<file path="config.mk">
export PLATFORM = sky130hd
export DESIGN_NAME = ccpsd_top
export DESIGN_NICKNAME = d
export VERILOG_FILES = /design/src/rtl/ccpsd_dead_time.v /design/src/rtl/ccpsd_pin_group.v /design/src/rtl/ccpsd_top.v
export VERILOG_INCLUDE_DIRS = /design/src /design/src/shared
export SDC_FILE = /design/constraint.sdc
export NUM_CORES = 1
export LEC_CHECK = 0
export BUFFER_PORTS_ARGS = -buffer_cell sky130_fd_sc_hd__buf_4
export CAP_MARGIN = 40
export CORE_MARGIN = 2
export CORE_UTILIZATION = 45
export DETAILED_ROUTE_END_ITERATION = 8
export GPL_ROUTABILITY_DRIVEN = 0
export PLACE_DENSITY = 0.73
export SETUP_SLACK_MARGIN = 0.05
export SYNTH_ARGS = -nofsm -noshare
export SYNTH_HDL_FRONTEND = slang
export SYNTH_SLANG_ARGS = --single-unit
export TNS_END_PERCENT = 20
</file>
<file path="constraint.sdc">
create_clock -name sys_clk_in -period 1.3 [get_ports sys_clk_in]
set_input_delay 0.13 -clock sys_clk_in [delete_from_list [all_inputs] [get_ports sys_clk_in]]
set_output_delay 0.13 -clock sys_clk_in [all_outputs]
set_load 0.005 [all_outputs]
</file>
<file path="src/shared/ccpsd_map.vh">
// register offsets, field positions and reset values for the shutdown/dead-time/status block
`ifndef CCPSD_MAP_VH
`define CCPSD_MAP_VH
`define CCPSD_ADDR_W 4
`define CCPSD_OFF_CON3 4'h0
`define CCPSD_OFF_STAT 4'h4
`define CCPSD_OFF_CTRL 4'h8
`define CCPSD_OFF_IFLAG 4'hC
`define CCPSD_OFF_IMASK 4'h0
`define CCPSD_OFF_MASK 4'h0
`define CCPSD_RST_CON3 32'h0000_0000
`define CCPSD_RST_CTRL 32'h0000_0000
`define CCPSD_PSSA_HI 19
`define CCPSD_PSSA_LO 18
`define CCPSD_PSSB_HI 17
`define CCPSD_PSSB_LO 16
`define CCPSD_DT_HI 5
`define CCPSD_DT_LO 0
`define CCPSD_ST_PEND_HI 20
`define CCPSD_ST_PEND_LO 16
`define CCPSD_ST_GARM 10
`define CCPSD_ST_TRIG 7
`define CCPSD_ST_TSET 6
`define CCPSD_ST_TCLR 5
`define CCPSD_ST_SDEV 4
`define CCPSD_ST_SCEV 3
`define CCPSD_ST_CDIS 2
`define CCPSD_ST_COV 1
`define CCPSD_ST_CNE 0
`define CCPSD_CT_TRIGGERED_MODE_ENABLE 0
`define CCPSD_CT_RESTART 1
`define CCPSD_CT_GWAIT 2
`define CCPSD_CT_GMODE_HI 5
`define CCPSD_CT_GMODE_LO 4
`define CCPSD_IRQ_W 3
`define CCPSD_IRQ_SDEV 0
`define CCPSD_IRQ_SCEV 1
`define CCPSD_IRQ_COV 2
`define CCPSD_GM_LEVEL 2'h0
`define CCPSD_GM_RISE 2'h1
`define CCPSD_GM_FALL 2'h2
`define CCPSD_PSS_ACTIVE 2'h3
`define CCPSD_PSS_INACTIVE 2'h2
`endif

</file>
<file path="src/rtl/ccpsd_dead_time.v">
// dead-time insertion for one complementary output pair
`timescale 1ns/1ps
`default_nettype none
module ccpsd_dead_time #(
	parameter DT_W = 6
) (
	// clock and reset
	input wire sys_clk_in,
	input wire reset_n_in,
	// control
	input wire [DT_W-1:0] dead_time_count_in,
	input wire pwm_in,
	// complementary outputs
	output reg out_p_out,
	output reg out_n_out
);
	reg pwm_q;
	reg [DT_W-1:0] cnt_q;
	always @(posedge sys_clk_in or negedge reset_n_in) begin
		if (!reset_n_in) begin
			pwm_q <= 1'b0;
			cnt_q <= {DT_W{1'b0}};
			out_p_out <= 1'b0;
			out_n_out <= 1'b0;
		end else begin
			pwm_q <= pwm_in;
			if (dead_time_count_in == {DT_W{1'b0}}) begin
				// zero count bypasses the dead-time logic
				cnt_q <= {DT_W{1'b0}};
				out_p_out <= pwm_in;
				out_n_out <= ~pwm_in;
			end else if (pwm_in != pwm_q) begin
				// partner turns off now, newcomer waits N+1 clocks
				cnt_q <= dead_time_count_in;
				out_p_out <= 1'b0;
				out_n_out <= 1'b0;
			end else if (cnt_q != {DT_W{1'b0}}) begin
				cnt_q <= cnt_q - {{(DT_W-1){1'b0}}, 1'b1};
				out_p_out <= 1'b0;
				out_n_out <= 1'b0;
			end else begin
				out_p_out <= pwm_q;
				out_n_out <= ~pwm_q;
			end
		end
	end
endmodule
`default_nettype wire

</file>
<file path="src/rtl/ccpsd_pin_group.v">
// shutdown drive state for one three-pin output group
`timescale 1ns/1ps
`default_nettype none
`include "ccpsd_map.vh"
module ccpsd_pin_group (
	// clock and reset
	input wire sys_clk_in,
	input wire reset_n_in,
	// control
	input wire shutdown_in,
	input wire polarity_low_in,
	input wire [1:0] shutdown_state_in,
	input wire [2:0] pwm_in,
	// pins
	output reg [2:0] pin_out,
	output reg [2:0] pin_oe_out
);
	always @(posedge sys_clk_in or negedge reset_n_in) begin
		if (!reset_n_in) begin
			pin_out <= 3'h0;
			pin_oe_out <= 3'h0;
		end else if (!shutdown_in) begin
			pin_out <= pwm_in ^ {3{polarity_low_in}};
			pin_oe_out <= 3'h7;
		end else if (shutdown_state_in == `CCPSD_PSS_ACTIVE) begin
			pin_out <= {3{~polarity_low_in}};
			pin_oe_out <= 3'h7;
		end else if (shutdown_state_in == `CCPSD_PSS_INACTIVE) begin
			pin_out <= {3{polarity_low_in}};
			pin_oe_out <= 3'h7;
		end else begin
			// 0x: release the pins
			pin_out <= 3'h0;
			pin_oe_out <= 3'h0;
		end
	end
endmodule
`default_nettype wire

</file>
<file path="src/rtl/ccpsd_top.v">
// shutdown states, dead time and status register of the capture/compare/PWM unit
// Behaviour
// - group A shutdown: 11 active, 10 inactive, 0x tristate
// - group B shutdown uses the same encoding
// - six-bit dead time, N periods (code holds both outputs off N+1 clocks), zero disables
// - dead time, group B state only multi-output
// - bits 20..16 flag pending buffered updates
// - gate arm write arms one-shot, reads zero
// - trigger bit shows timer triggered and running
// - trigger-set write triggers when triggered mode
// - trigger-clear write cancels when triggered mode
// - shutdown flag high while shutdown, software clearable
// - single-edge compare flag sticky until cleared
// - capture disable blocks capture events
// - capture overflow flag sticky until cleared
// - not-empty flag mirrors capture buffer data
// - unimplemented status bits read zero
// - auto-restart clears shutdown flag next period
// - gate wait delays shutdown to period boundary
//
// Implementation choices: strobed register access and the register addresses.
`timescale 1ns/1ps
`default_nettype none
`include "ccpsd_map.vh"
module ccpsd_top #(
	parameter MULTI_OUTPUT = 1,
	parameter DT_W = 6
) (
	// clock and reset
	input wire sys_clk_in,
	input wire reset_n_in,
	// register port
	input wire [`CCPSD_ADDR_W-1:0] reg_addr_in,
	input wire [31:0] reg_wdata_in,
	input wire reg_write_in,
	input wire reg_read_in,
	output reg [31:0] reg_rdata_out,
	// interrupt
	output wire irq_out,
	// events from the rest of the unit
	input wire shutdown_request_in,
	input wire period_boundary_in,
	input wire hw_trigger_in,
	input wire single_compare_in,
	input wire capture_overflow_in,
	input wire capture_not_empty_in,
	input wire gate_source_in,
	input wire capture_edge_in,
	input wire [4:0] update_pending_in,
	input wire [2:0] pwm_a_in,
	input wire [2:0] pwm_b_in,
	input wire polarity_a_low_in,
	input wire polarity_b_low_in,
	// outputs to the rest of the unit
	output wire capture_event_out,
	output reg trigger_active_out,
	output wire shutdown_active_out,
	// pin groups A (A,C,E) and B (B,D,F)
	output wire [2:0] group_a_pin_out,
	output wire [2:0] group_a_oe_out,
	output wire [2:0] group_b_pin_out,
	output wire [2:0] group_b_oe_out
);
	reg [1:0] shutdown_state_group_a_q;
	reg [1:0] shutdown_state_group_b_q;
	reg [DT_W-1:0] dead_time_count_q;
	reg triggered_mode_enable_q;
	reg auto_restart_enable_q;
	reg shutdown_gate_wait_q;
	reg [1:0] capture_gate_mode_q;
	reg shutdown_event_flag_q;
	reg single_compare_event_flag_q;
	reg capture_overflow_flag_q;
	reg capture_disable_q;
	reg gate_armed_q;
	reg gate_src_q;
	reg sd_pending_q;
	reg sd_input_seen_q;
	reg [`CCPSD_IRQ_W-1:0] irq_flag_q;
	reg [`CCPSD_IRQ_W-1:0] irq_mask_q;
	reg [31:0] rdata_d;
	wire wr_con3 = reg_write_in && (reg_addr_in == `CCPSD_OFF_CON3);
	wire wr_stat = reg_write_in && (reg_addr_in == `CCPSD_OFF_STAT);
	wire wr_ctrl = reg_write_in && (reg_addr_in == `CCPSD_OFF_CTRL);
	wire wr_iflag = reg_write_in && (reg_addr_in == `CCPSD_OFF_IFLAG);
	// the interrupt mask lives in the control register, so it has no write decode of its own
	// status clears: a written zero clears, a written one leaves it
	wire clr_sdev = wr_stat && !reg_wdata_in[`CCPSD_ST_SDEV];
	wire clr_scev = wr_stat && !reg_wdata_in[`CCPSD_ST_SCEV];
	wire clr_cov = wr_stat && !reg_wdata_in[`CCPSD_ST_COV];
	wire clr_cdis = wr_stat && !reg_wdata_in[`CCPSD_ST_CDIS];
	wire tset = wr_stat && reg_wdata_in[`CCPSD_ST_TSET] && triggered_mode_enable_q;
	wire tclr = wr_stat && reg_wdata_in[`CCPSD_ST_TCLR] && triggered_mode_enable_q;
	wire garm = wr_stat && reg_wdata_in[`CCPSD_ST_GARM] &&
		((capture_gate_mode_q == `CCPSD_GM_RISE) || (capture_gate_mode_q == `CCPSD_GM_FALL));
	wire gate_rise = gate_source_in && !gate_src_q;
	wire gate_fall = !gate_source_in && gate_src_q;
	// shutdown starts now, or at the boundary when gate wait is set
	wire sd_start = shutdown_request_in && (!shutdown_gate_wait_q || period_boundary_in);
	// capture edges suppressed while disabled
	assign capture_event_out = capture_edge_in && !capture_disable_q;
	assign shutdown_active_out = shutdown_event_flag_q;
	always @(posedge sys_clk_in or negedge reset_n_in) begin
		if (!reset_n_in) begin
			shutdown_state_group_a_q <= 2'h0;
			shutdown_state_group_b_q <= 2'h0;
			dead_time_count_q <= {DT_W{1'b0}};
			triggered_mode_enable_q <= 1'b0;
			auto_restart_enable_q <= 1'b0;
			shutdown_gate_wait_q <= 1'b0;
			capture_gate_mode_q <= 2'h0;
			irq_mask_q <= {`CCPSD_IRQ_W{1'b0}};
		end else begin
			if (wr_con3) begin
				shutdown_state_group_a_q <= reg_wdata_in[`CCPSD_PSSA_HI:`CCPSD_PSSA_LO];
				// group B state and dead time absent in single-output variant
				if (MULTI_OUTPUT != 0) begin
					shutdown_state_group_b_q <= reg_wdata_in[`CCPSD_PSSB_HI:`CCPSD_PSSB_LO];
					dead_time_count_q <= reg_wdata_in[DT_W-1:0];
				end
			end
			if (wr_ctrl) begin
				triggered_mode_enable_q <= reg_wdata_in[`CCPSD_CT_TRIGGERED_MODE_ENABLE];
				auto_restart_enable_q <= reg_wdata_in[`CCPSD_CT_RESTART];
				shutdown_gate_wait_q <= reg_wdata_in[`CCPSD_CT_GWAIT];
				capture_gate_mode_q <= reg_wdata_in[`CCPSD_CT_GMODE_HI:`CCPSD_CT_GMODE_LO];
				irq_mask_q <= reg_wdata_in[8+`CCPSD_IRQ_W-1:8];
			end
		end
	end
	always @(posedge sys_clk_in or negedge reset_n_in) begin
		if (!reset_n_in) begin
			shutdown_event_flag_q <= 1'b0;
			single_compare_event_flag_q <= 1'b0;
			capture_overflow_flag_q <= 1'b0;
			capture_disable_q <= 1'b0;
			gate_armed_q <= 1'b0;
			gate_src_q <= 1'b0;
			trigger_active_out <= 1'b0;
			sd_input_seen_q <= 1'b0;
			sd_pending_q <= 1'b0;
		end else begin
			gate_src_q <= gate_source_in;
			// trigger: set by hardware or set request, cleared by clear request
			if (hw_trigger_in || tset)
				trigger_active_out <= 1'b1;
			else if (tclr)
				trigger_active_out <= 1'b0;
			// shutdown flag, set wins over software clear
			sd_pending_q <= 1'b0;
			if (sd_start)
				shutdown_event_flag_q <= 1'b1;
			else if (clr_sdev)
				shutdown_event_flag_q <= 1'b0;
			else if (auto_restart_enable_q && shutdown_event_flag_q && !shutdown_request_in &&
				period_boundary_in)
				shutdown_event_flag_q <= 1'b0;
			sd_input_seen_q <= shutdown_request_in;
			// sticky compare and overflow flags
			if (single_compare_in)
				single_compare_event_flag_q <= 1'b1;
			else if (clr_scev)
				single_compare_event_flag_q <= 1'b0;
			if (capture_overflow_in)
				capture_overflow_flag_q <= 1'b1;
			else if (clr_cov)
				capture_overflow_flag_q <= 1'b0;
			// capture gating
			if (garm)
				gate_armed_q <= 1'b1;
			if (capture_gate_mode_q == `CCPSD_GM_LEVEL) begin
				capture_disable_q <= !gate_source_in;
			end else if (gate_armed_q && (capture_gate_mode_q == `CCPSD_GM_RISE) && gate_rise) begin
				capture_disable_q <= 1'b0;
				gate_armed_q <= 1'b0;
			end else if (gate_armed_q && (capture_gate_mode_q == `CCPSD_GM_FALL) && gate_fall) begin
				capture_disable_q <= 1'b1;
				gate_armed_q <= 1'b0;
			end else if (clr_cdis) begin
				capture_disable_q <= 1'b0;
			end
		end
	end
	// interrupt flags: events set, writing one clears, set wins
	wire [`CCPSD_IRQ_W-1:0] irq_evt = {capture_overflow_in, single_compare_in, sd_start};
	always @(posedge sys_clk_in or negedge reset_n_in) begin
		if (!reset_n_in)
			irq_flag_q <= {`CCPSD_IRQ_W{1'b0}};
		else
			irq_flag_q <= irq_evt | (irq_flag_q & ~(wr_iflag ? reg_wdata_in[`CCPSD_IRQ_W-1:0] :
				{`CCPSD_IRQ_W{1'b0}}));
	end
	assign irq_out = |(irq_flag_q & irq_mask_q);
	// read mux; unlisted status bits and request bits read zero
	always @* begin
		rdata_d = 32'h0000_0000;
		case (reg_addr_in)
			`CCPSD_OFF_CON3: begin
				rdata_d[`CCPSD_PSSA_HI:`CCPSD_PSSA_LO] = shutdown_state_group_a_q;
				rdata_d[`CCPSD_PSSB_HI:`CCPSD_PSSB_LO] = shutdown_state_group_b_q;
				rdata_d[DT_W-1:0] = dead_time_count_q;
			end
			`CCPSD_OFF_STAT: begin
				rdata_d[`CCPSD_ST_PEND_HI:`CCPSD_ST_PEND_LO] = update_pending_in;
				rdata_d[`CCPSD_ST_TRIG] = trigger_active_out;
				rdata_d[`CCPSD_ST_SDEV] = shutdown_event_flag_q;
				rdata_d[`CCPSD_ST_SCEV] = single_compare_event_flag_q;
				rdata_d[`CCPSD_ST_CDIS] = capture_disable_q;
				rdata_d[`CCPSD_ST_COV] = capture_overflow_flag_q;
				rdata_d[`CCPSD_ST_CNE] = capture_not_empty_in;
			end
			`CCPSD_OFF_CTRL: begin
				rdata_d[`CCPSD_CT_TRIGGERED_MODE_ENABLE] = triggered_mode_enable_q;
				rdata_d[`CCPSD_CT_RESTART] = auto_restart_enable_q;
				rdata_d[`CCPSD_CT_GWAIT] = shutdown_gate_wait_q;
				rdata_d[`CCPSD_CT_GMODE_HI:`CCPSD_CT_GMODE_LO] = capture_gate_mode_q;
				rdata_d[8+`CCPSD_IRQ_W-1:8] = irq_mask_q;
			end
			`CCPSD_OFF_IFLAG: begin
				rdata_d[`CCPSD_IRQ_W-1:0] = irq_flag_q;
			end
			default: begin
				rdata_d = 32'h0000_0000;
			end
		endcase
	end
	always @(posedge sys_clk_in or negedge reset_n_in) begin
		if (!reset_n_in)
			reg_rdata_out <= 32'h0000_0000;
		else if (reg_read_in)
			reg_rdata_out <= rdata_d;
		else
			reg_rdata_out <= 32'h0000_0000;
	end
	// dead time between A-side and B-side of each pair
	wire [2:0] dt_p;
	wire [2:0] dt_n;
	genvar gi;
	generate
		for (gi = 0; gi < 3; gi = gi + 1) begin : g_pair
			if (MULTI_OUTPUT != 0) begin : g_dt
				ccpsd_dead_time #(.DT_W(DT_W)) u_dt (
					.sys_clk_in(sys_clk_in),
					.reset_n_in(reset_n_in),
					.dead_time_count_in(dead_time_count_q),
					.pwm_in(pwm_a_in[gi]),
					.out_p_out(dt_p[gi]),
					.out_n_out(dt_n[gi])
				);
			end else begin : g_nodt
				assign dt_p[gi] = pwm_a_in[gi];
				assign dt_n[gi] = pwm_b_in[gi];
			end
		end
	endgenerate
	wire [2:0] pwm_b_sel = (dead_time_count_q == {DT_W{1'b0}}) ? pwm_b_in : dt_n;
	wire [2:0] pwm_a_sel = (dead_time_count_q == {DT_W{1'b0}}) ? pwm_a_in : dt_p;
	// shutdown pin states per group
	ccpsd_pin_group u_grp_a (
		.sys_clk_in(sys_clk_in),
		.reset_n_in(reset_n_in),
		.shutdown_in(shutdown_event_flag_q),
		.polarity_low_in(polarity_a_low_in),
		.shutdown_state_in(shutdown_state_group_a_q),
		.pwm_in(pwm_a_sel),
		.pin_out(group_a_pin_out),
		.pin_oe_out(group_a_oe_out)
	);
	ccpsd_pin_group u_grp_b (
		.sys_clk_in(sys_clk_in),
		.reset_n_in(reset_n_in),
		.shutdown_in(shutdown_event_flag_q),
		.polarity_low_in(polarity_b_low_in),
		.shutdown_state_in(shutdown_state_group_b_q),
		.pwm_in(pwm_b_sel),
		.pin_out(group_b_pin_out),
		.pin_oe_out(group_b_oe_out)
	);
endmodule
`default_nettype wire

</file>
==> impl_metrics.py, run 1 <==
metrics = {
    "outcome": {
        "status": "finished, violations left",
        "violations": "negative setup slack",
    },
    "worst_setup_path": {
        "cp.arrival_ps": 1710,
        "cp_max_fo": 4,
        "worstSetupStartpointType": "flop",
        "cp-end-kind": "flop",
        "critical_path_required_ps": 1560,
        "crit_type": "flop to flop",
    },
    "clock_network": {
        "cts_num_sinks": 78,
        "htreeDepth": 3,
        "clk_root_buffer_cell": "clkbuf_8",
        "ctsLongestPathBuffers": 2,
        "cts.clk_slew.worst_paths_ps": 80,
        "tritoncts": "done",
        "numCtsBuffers": 9,
        "worstSkewPairLatency_ps": 350,
    },
    "detailed_routing": {
        "wire_per_inst_um": 15.56,
        "routed-wl-met2_mm": 4.800,
        "dr.pass1.iters": 4,
        "vias": 3183,
        "drtIter0Drc": 133,
        "dr_wl_met3_um": 411,
        "postRouteAntennaNets": 0,
        "drt-met1-wl_mm": 4.150,
        "top_layer_used": "met4",
        "drc_errors": 0,
        "vias_per_cell": 5.201,
        "wl_mm": 9.524,
    },
    "synthesis": {
        "synthCells": 366,
        "ys_seq_area_share_pct": 49.16,
        "synthFlopType": "dfrtp_1",
        "syn_avg_cell_area_um2": 10.85,
        "synth.distinct_cells": 50,
        "yosysWarnings": 0,
        "synth.area.top_cells": "dfrtp_1 49%, mux2_2 5.1%, buf_4 4.3%",
        "synth_area_um2": 3970,
        "ys_ff_latch": 78,
        "synth_top_cell_by_area": "dfrtp_1",
        "synth_edf_count": 0,
        "yosysTopAreaCellShare_pct": 49.16,
        "async_reset_ff_share_pct": 100.0,
    },
    "layout": {
        "final_common_cell": "buf_4",
        "diodes": 0,
        "area_growth_pct": 37.35,
        "drive_above_1_share_pct": 42.86,
        "final_nets": 571,
        "finalNonFillerCells": 612,
        "final_cell_mix": "118 x buf_4, 74 x dfrtp_1, 29 x nor2_1",
        "fill_cells": 667,
        "postLayoutCoreUtil_pct": 63.14,
    },
    "min_path": {
        "hold_path_class": "primary input to flop",
    },
    "global_routing": {
        "grt_max_degree": 33,
        "grt_pass1_vias": 3195,
        "antenna_found_initial": 0,
        "track_usage_pct": 20.01,
        "overflow": 0,
        "grt_first_pass_wirelength_mm": 15.30,
    },
    "sta": {
        "fmax_ghz": 0.6884,
        "setup_slack_ps": -152.6,
        "tns_ps": -1187,
        "hold_viol": 0,
        "maxSlewViolCount": 0,
        "period_needed_ps": 1453,
        "period_share_pct": 111.7,
        "finalSetupViolCount": 18,
        "skew_ps": 9.418,
        "rsz0062_at_grt": "true",
    },
    "power_and_ir_drop": {
        "total_power_mw": 9.204,
        "p_per_area_nw_per_um2": 1688,
        "p_leak_nw": 2.589,
        "vdd_drop_max_mv": 0.7929,
    },
    "floorplan": {
        "fp.dieArea_um2": 9589,
        "die_w_um": 97.93,
        "start_util_pct": 45.97,
        "die_h_um": 97.93,
        "num_rows": 34,
        "ioPinCount": 109,
        "core-area_um2": 8636,
    },
    "place": {
        "place_hpwl_mm": 6.712,
        "dp_slack_ps": -107.0,
        "numPortBuffers": 73,
        "post-place-cells": 579,
    },
    "run": {
        "max_cap_viol_count": 0,
    },
}
==> state kept, by name, indices dropped and copies added, names as in the netlist, 2 cells and up <==
name                        count
g_pair.g_dt.u_dt.cnt_q         18
reg_rdata_out                  15
dead_time_count_q               6
g_pair.g_dt.u_dt.out_n_out      3
g_pair.g_dt.u_dt.out_p_out      3
g_pair.g_dt.u_dt.pwm_q          3
irq_flag_q                      3
irq_mask_q                      3
u_grp_a.pin_out                 3
u_grp_b.pin_out                 3
capture_gate_mode_q             2
shutdown_state_group_a_q        2
shutdown_state_group_b_q        2
==> cells in the mapped netlist (all sizes together), types with 9 or more instances <==
master,instances
dfrtp,78
nor2,34
buf,30
nand2,23
mux2,18
o21ai,13
nand3,12
nor3b,12
inv,11
mux2i,10
xor2,10
ha,9
nand2b,9
==> metrics by stage <==
| step | area (um^2) | hold WS (ps) |
|---|---|---|
| floorplan | 4061 | -165.6 |
| global placement | 4915 | 52.90 |
| detailed placement | 4915 | 51.52 |
| CTS | 5355 | 3.913 |
| global route | 5453 | 4.684 |
| finish | 5453 | 11.64 |
==> worst max-delay path, cell delays in order (launching register included) <==
cell and delay (ps):
dfrtp_2 430, buf_4 170, nor4_4 280, nand2b_1 120, xor2_1 160, o31ai_1 190
==> what timing repair did <==
item | 4_1_cts | 5_1_grt
hold buffers | 9 | 0
buffers inserted | 6 | 4
endpoints found under the setup margin | 35 | 38
hold endpoints to repair | 89 | 0
gates resized for setup | 35 | 17
pin swaps | 26 | 10
==> power breakdown <==
part	total, mW	internal, mW	switching [mW]	leakage [nW]
logic	4.15	2.34	1.82	1.54
registers	3.47	2.97	0.495	0.969
clock network	1.58	0.718	0.867	0.0800
total	9.20	6.03	3.18	2.59
==> final cells by class <==
cell class / count / area, um^2 / area share (%)
multi-input combinational: 261 / 2017 / 36.99
clock buffer: 10 / 137.6 / 2.524
inverter: 11 / 41.29 / 0.7572
sequential: 78 / 1957 / 35.89
timing repair buffer: 140 / 1140 / 20.90
tap: 108 / 135.1 / 2.478
clock inverter: 4 / 25.02 / 0.4589
==> path summary, 6_finish.rpt <==
check                                                              start                                       end  slack, ps  depth (start not counted)
min in group asynchronous                                     reset_n_in  g_pair[1].g_dt.u_dt.cnt_q[1]$_DFFE_PN0P_        230                          2
worst max-delay path            g_pair[2].g_dt.u_dt.cnt_q[2]$_DFFE_PN0P_  g_pair[2].g_dt.u_dt.cnt_q[5]$_DFFE_PN0P_       -150                          5
worst min register to register                 irq_mask_q[0]$_DFFE_PN0P_                reg_rdata_out[8]$_DFF_PN0_        510                          1
worst max register to register  g_pair[2].g_dt.u_dt.cnt_q[2]$_DFFE_PN0P_  g_pair[2].g_dt.u_dt.cnt_q[5]$_DFFE_PN0P_       -150                          5
worst min-delay path                                    reg_wdata_in[18]   shutdown_state_group_a_q[0]$_DFFE_PN0P_         10                          2
max in group asynchronous                                     reset_n_in                   irq_flag_q[1]$_DFF_PN0_        600                          3
==> kinds of logic (layout without fill, tap and decap cells) <==
kind of cell	Yosys count	after routing	synth area share (%)
AOI/OAI and AO/OA	47	47	8.446
xor gates and xnor gates	18	18	3.971
adders and majority gates	9	9	2.836
buffers and inverters	43	165	6.461
DFF	78	78	49.16
muxes	31	31	9.329
other	1	17	0.09446
and+or+nand+nor	139	139	19.70
==> routing by layer <==
metal / vias to the layer above / GRT usage, %
li1: 1510 / -
met3: 9 / 3.651
met2: 86 / 33.98
met5: - / 0
met4: 0 / 6.731
met1: 1578 / 25.95
Power figures use the tool's default switching activity.
==> run 2, diff against run 1 <==
--- a/config.mk
+++ b/config.mk
@@ -6,6 +6,7 @@
 export SDC_FILE = /design/constraint.sdc
 export NUM_CORES = 1
 export LEC_CHECK = 0
+export ABC_AREA = 1
 export BUFFER_PORTS_ARGS = -buffer_cell sky130_fd_sc_hd__buf_4
 export CAP_MARGIN = 40
 export CORE_MARGIN = 2
==> run 2 against run 1 <==
  * Wire length increased by 3.8%
  * Design area decreased by 3.6%
  * Synthesized cell count increased by 38%
  * The flow still finishes with violations (negative setup slack)
  * Critical path type unchanged
==> impl_metrics.py, run 2 <==
metrics = {
    "worst_setup_path": {
        "cp_max_fo": 6,
        "worstSetupStartpointType": "flop",
        "cp-end-kind": "flop",
        "crit_type": "flop to flop",
        "cp.arrival_ps": 1570,
        "critical_path_required_ps": 1530,
        "critPathLaunch": "dead_time_count_q[1]$_DFFE_PN0P_",
        "r2r_start": "dead_time_count_q[1]$_DFFE_PN0P_",
    },
    "synthesis": {
        "async_reset_ff_share_pct": 100.0,
        "synthFlopType": "dfrtp_1",
        "ys_seq_area_share_pct": 48.75,
        "synth_top_cell_by_area": "dfrtp_1",
        "synthCells": 505,
        "yosysTopAreaCellShare_pct": 48.75,
        "ys_ff_latch": 78,
        "synth_edf_count": 0,
        "synth_common_cells": "127 x nand2_1, 78 x dfrtp_1, 69 x inv_1",
        "yosysWarnings": 0,
        "synth_area_um2": 4004,
        "synth.distinct_cells": 29,
        "syn_avg_cell_area_um2": 7.928,
        "synth.area.top_cells": "dfrtp_1 49%, nand2_1 12%, inv_1 6.5%",
        "synthMostInstantiatedCell": "nand2_1",
    },
    "clock_network": {
        "worstSkewPairLatency_ps": 360,
        "numCtsBuffers": 9,
        "tritoncts": "done",
        "cts_num_sinks": 78,
        "clk_root_buffer_cell": "clkbuf_8",
        "ctsLongestPathBuffers": 2,
        "cts.clk_slew.worst_paths_ps": 100,
        "htreeDepth": 3,
    },
    "detailed_routing": {
        "postRouteAntennaNets": 0,
        "wire_per_inst_um": 13.44,
        "vias_per_cell": 4.965,
        "drtIter0Drc": 192,
        "dr.pass1.iters": 4,
        "wl_mm": 9.882,
        "vias": 3649,
        "drc_errors": 0,
    },
    "sta": {
        "setup_slack_ps": -40.37,
        "hold_viol": 0,
        "period_share_pct": 103.1,
        "rsz0062_at_grt": "true",
        "period_needed_ps": 1340,
        "fmax_ghz": 0.7461,
        "hold_ws_ps": 6.578,
        "skew_ps": 17.10,
        "finalSetupViolCount": 6,
        "maxSlewViolCount": 0,
    },
    "layout": {
        "diodes": 0,
        "drive_above_1_share_pct": 26.79,
        "finalNonFillerCells": 735,
        "top_register": "g_pair.g_dt.u_dt.cnt_q",
        "final_cell_mix": "123 x nand2_1, 100 x buf_4, 78 x dfrtp_1",
        "final_common_cell": "nand2_1",
        "fin_area_um2": 5255,
        "fill_cells": 745,
        "final_nets": 692,
        "area_growth_pct": 31.25,
        "largest_reg_flops": 18,
        "reg_top3": "g_pair.g_dt.u_dt.cnt_q: 18 flops, reg_rdata_out: 15 flops, dead_time_count_q: 6 flops",
    },
    "place": {
        "place_hpwl_mm": 7.002,
        "dp_slack_ps": -40.58,
        "place_area_um2": 4786,
        "numPortBuffers": 73,
        "post-place-cells": 703,
    },
    "global_routing": {
        "track_usage_pct": 20.82,
        "grt_pass1_vias": 3616,
        "antenna_found_initial": 0,
        "overflow": 0,
        "grt_first_pass_wirelength_mm": 16.33,
        "grt_max_degree": 33,
    },
    "min_path": {
        "hold_start": "reg_wdata_in[16]",
        "hold_path_class": "primary input to flop",
    },
    "floorplan": {
        "core-area_um2": 8678,
        "start_util_pct": 46.14,
        "fp.dieArea_um2": 9668,
        "die_h_um": 98.33,
        "ioPinCount": 109,
        "die_w_um": 98.33,
        "num_rows": 34,
    },
    "outcome": {
        "violations": "negative setup slack",
        "status": "finished, violations left",
    },
    "power_and_ir_drop": {
        "total_power_mw": 8.062,
        "p_leak_nw": 2.743,
        "vdd_drop_max_mv": 0.7107,
        "p_per_area_nw_per_um2": 1534,
    },
    "run": {
        "max_cap_viol_count": 0,
    },
}
run 2: changes by cell type in the layout (fill, tap and decap cells not counted), moves of 9 or more:
cell      before  now
nor2_1        29   41
inv_1          3   60
nand3_1       11   32
a21oi_1        5   16
xor2_1        10    1
o21ai_0       13   37
buf_4        118  100
mux2_2        18    0
mux2i_1       10    0
nand2b_1       9    0
nand2_1       18  123
run 2: what timing repair did:
item,4_1_cts,5_1_grt
setup buffers,2,1
endpoints found under the hold margin,91,0
resized for setup,14,34
setup endpoints to repair,27,33
hold buffers,12,0
pin swaps,10,15
cloned,1,0
run 2: layout make-up:
type                            count  area, um^2  share of cell area, %
Timing Repair Buffer              117       944.7                  17.98
Tap cell                          108       135.1                  2.571
Clock inverter                      7       61.31                  1.167
Sequential cell                    78        1952                  37.14
Multi-Input combinational cell    344        1768                  33.64
Clock buffer                        9       123.9                  2.357
Inverter                           72       270.3                  5.143
run 2: critical path, cell delays in order, from the launching register on:
cell	delay, ps
dfrtp_1	430
nor2_4	200
buf_6	140
nand4_1	150
nand2_1	120
nand2_1	60
nand3_2	50
nand2_1	50
run 2: final timing paths:
path / depth (start not counted) / slack [ps] / endpoint
min reg2reg: 2 / 500 / shutdown_gate_wait_q$_DFFE_PN0P_
max in group asynchronous: 3 / 650 / g_pair[2].g_dt.u_dt.cnt_q[0]$_DFFE_PN0P_
min: 3 / 7 / shutdown_state_group_b_q[0]$_DFFE_PN0P_
max: 7 / -40 / u_grp_a.pin_out[0]$_DFF_PN0_
min in group asynchronous: 2 / 190 / g_pair[1].g_dt.u_dt.cnt_q[3]$_DFFE_PN0P_
max reg2reg: 7 / -40 / u_grp_a.pin_out[0]$_DFF_PN0_
run 2: cell families after synthesis:
kind of cell / after synthesis / synth area share [%]
XOR/XNOR: 2 / 0.4376
buffers and inverters: 100 / 11.84
flip-flops: 78 / 48.75
other: 1 / 0.09366
adder cells (fa/ha/maj): 9 / 2.813
AND/OR/NAND/NOR: 241 / 26.13
AO/OA/AOI/OAI: 74 / 9.938
run 2: where the power goes:
part           total, mW  switching, mW  internal (mW)
clock network       1.74           1.01          0.734
registers           3.26          0.343           2.92
logic               3.06           1.73           1.33
run 2: stage by stage:
| step | setup TNS [ps] | util, % |
|---|---|---|
| floorplan | 0 | - |
| global route | -1142 | 60.55 |
| finish | -172.4 | 60.55 |
| CTS | -28.49 | 59.40 |
| global placement | -10.50 | 55.15 |
| detailed placement | -158.3 | 55.15 |
run 2: per-layer routing:
layer / global-route usage [%] / up-vias / wire length, um
li1: - / 1802 / -
met3: 3.865 / 20 / 592
met2: 34.12 / 134 / 4776
met4: 8.746 / 0 / 244
met5: 0 / - / 0
met1: 27.26 / 1693 / 4268
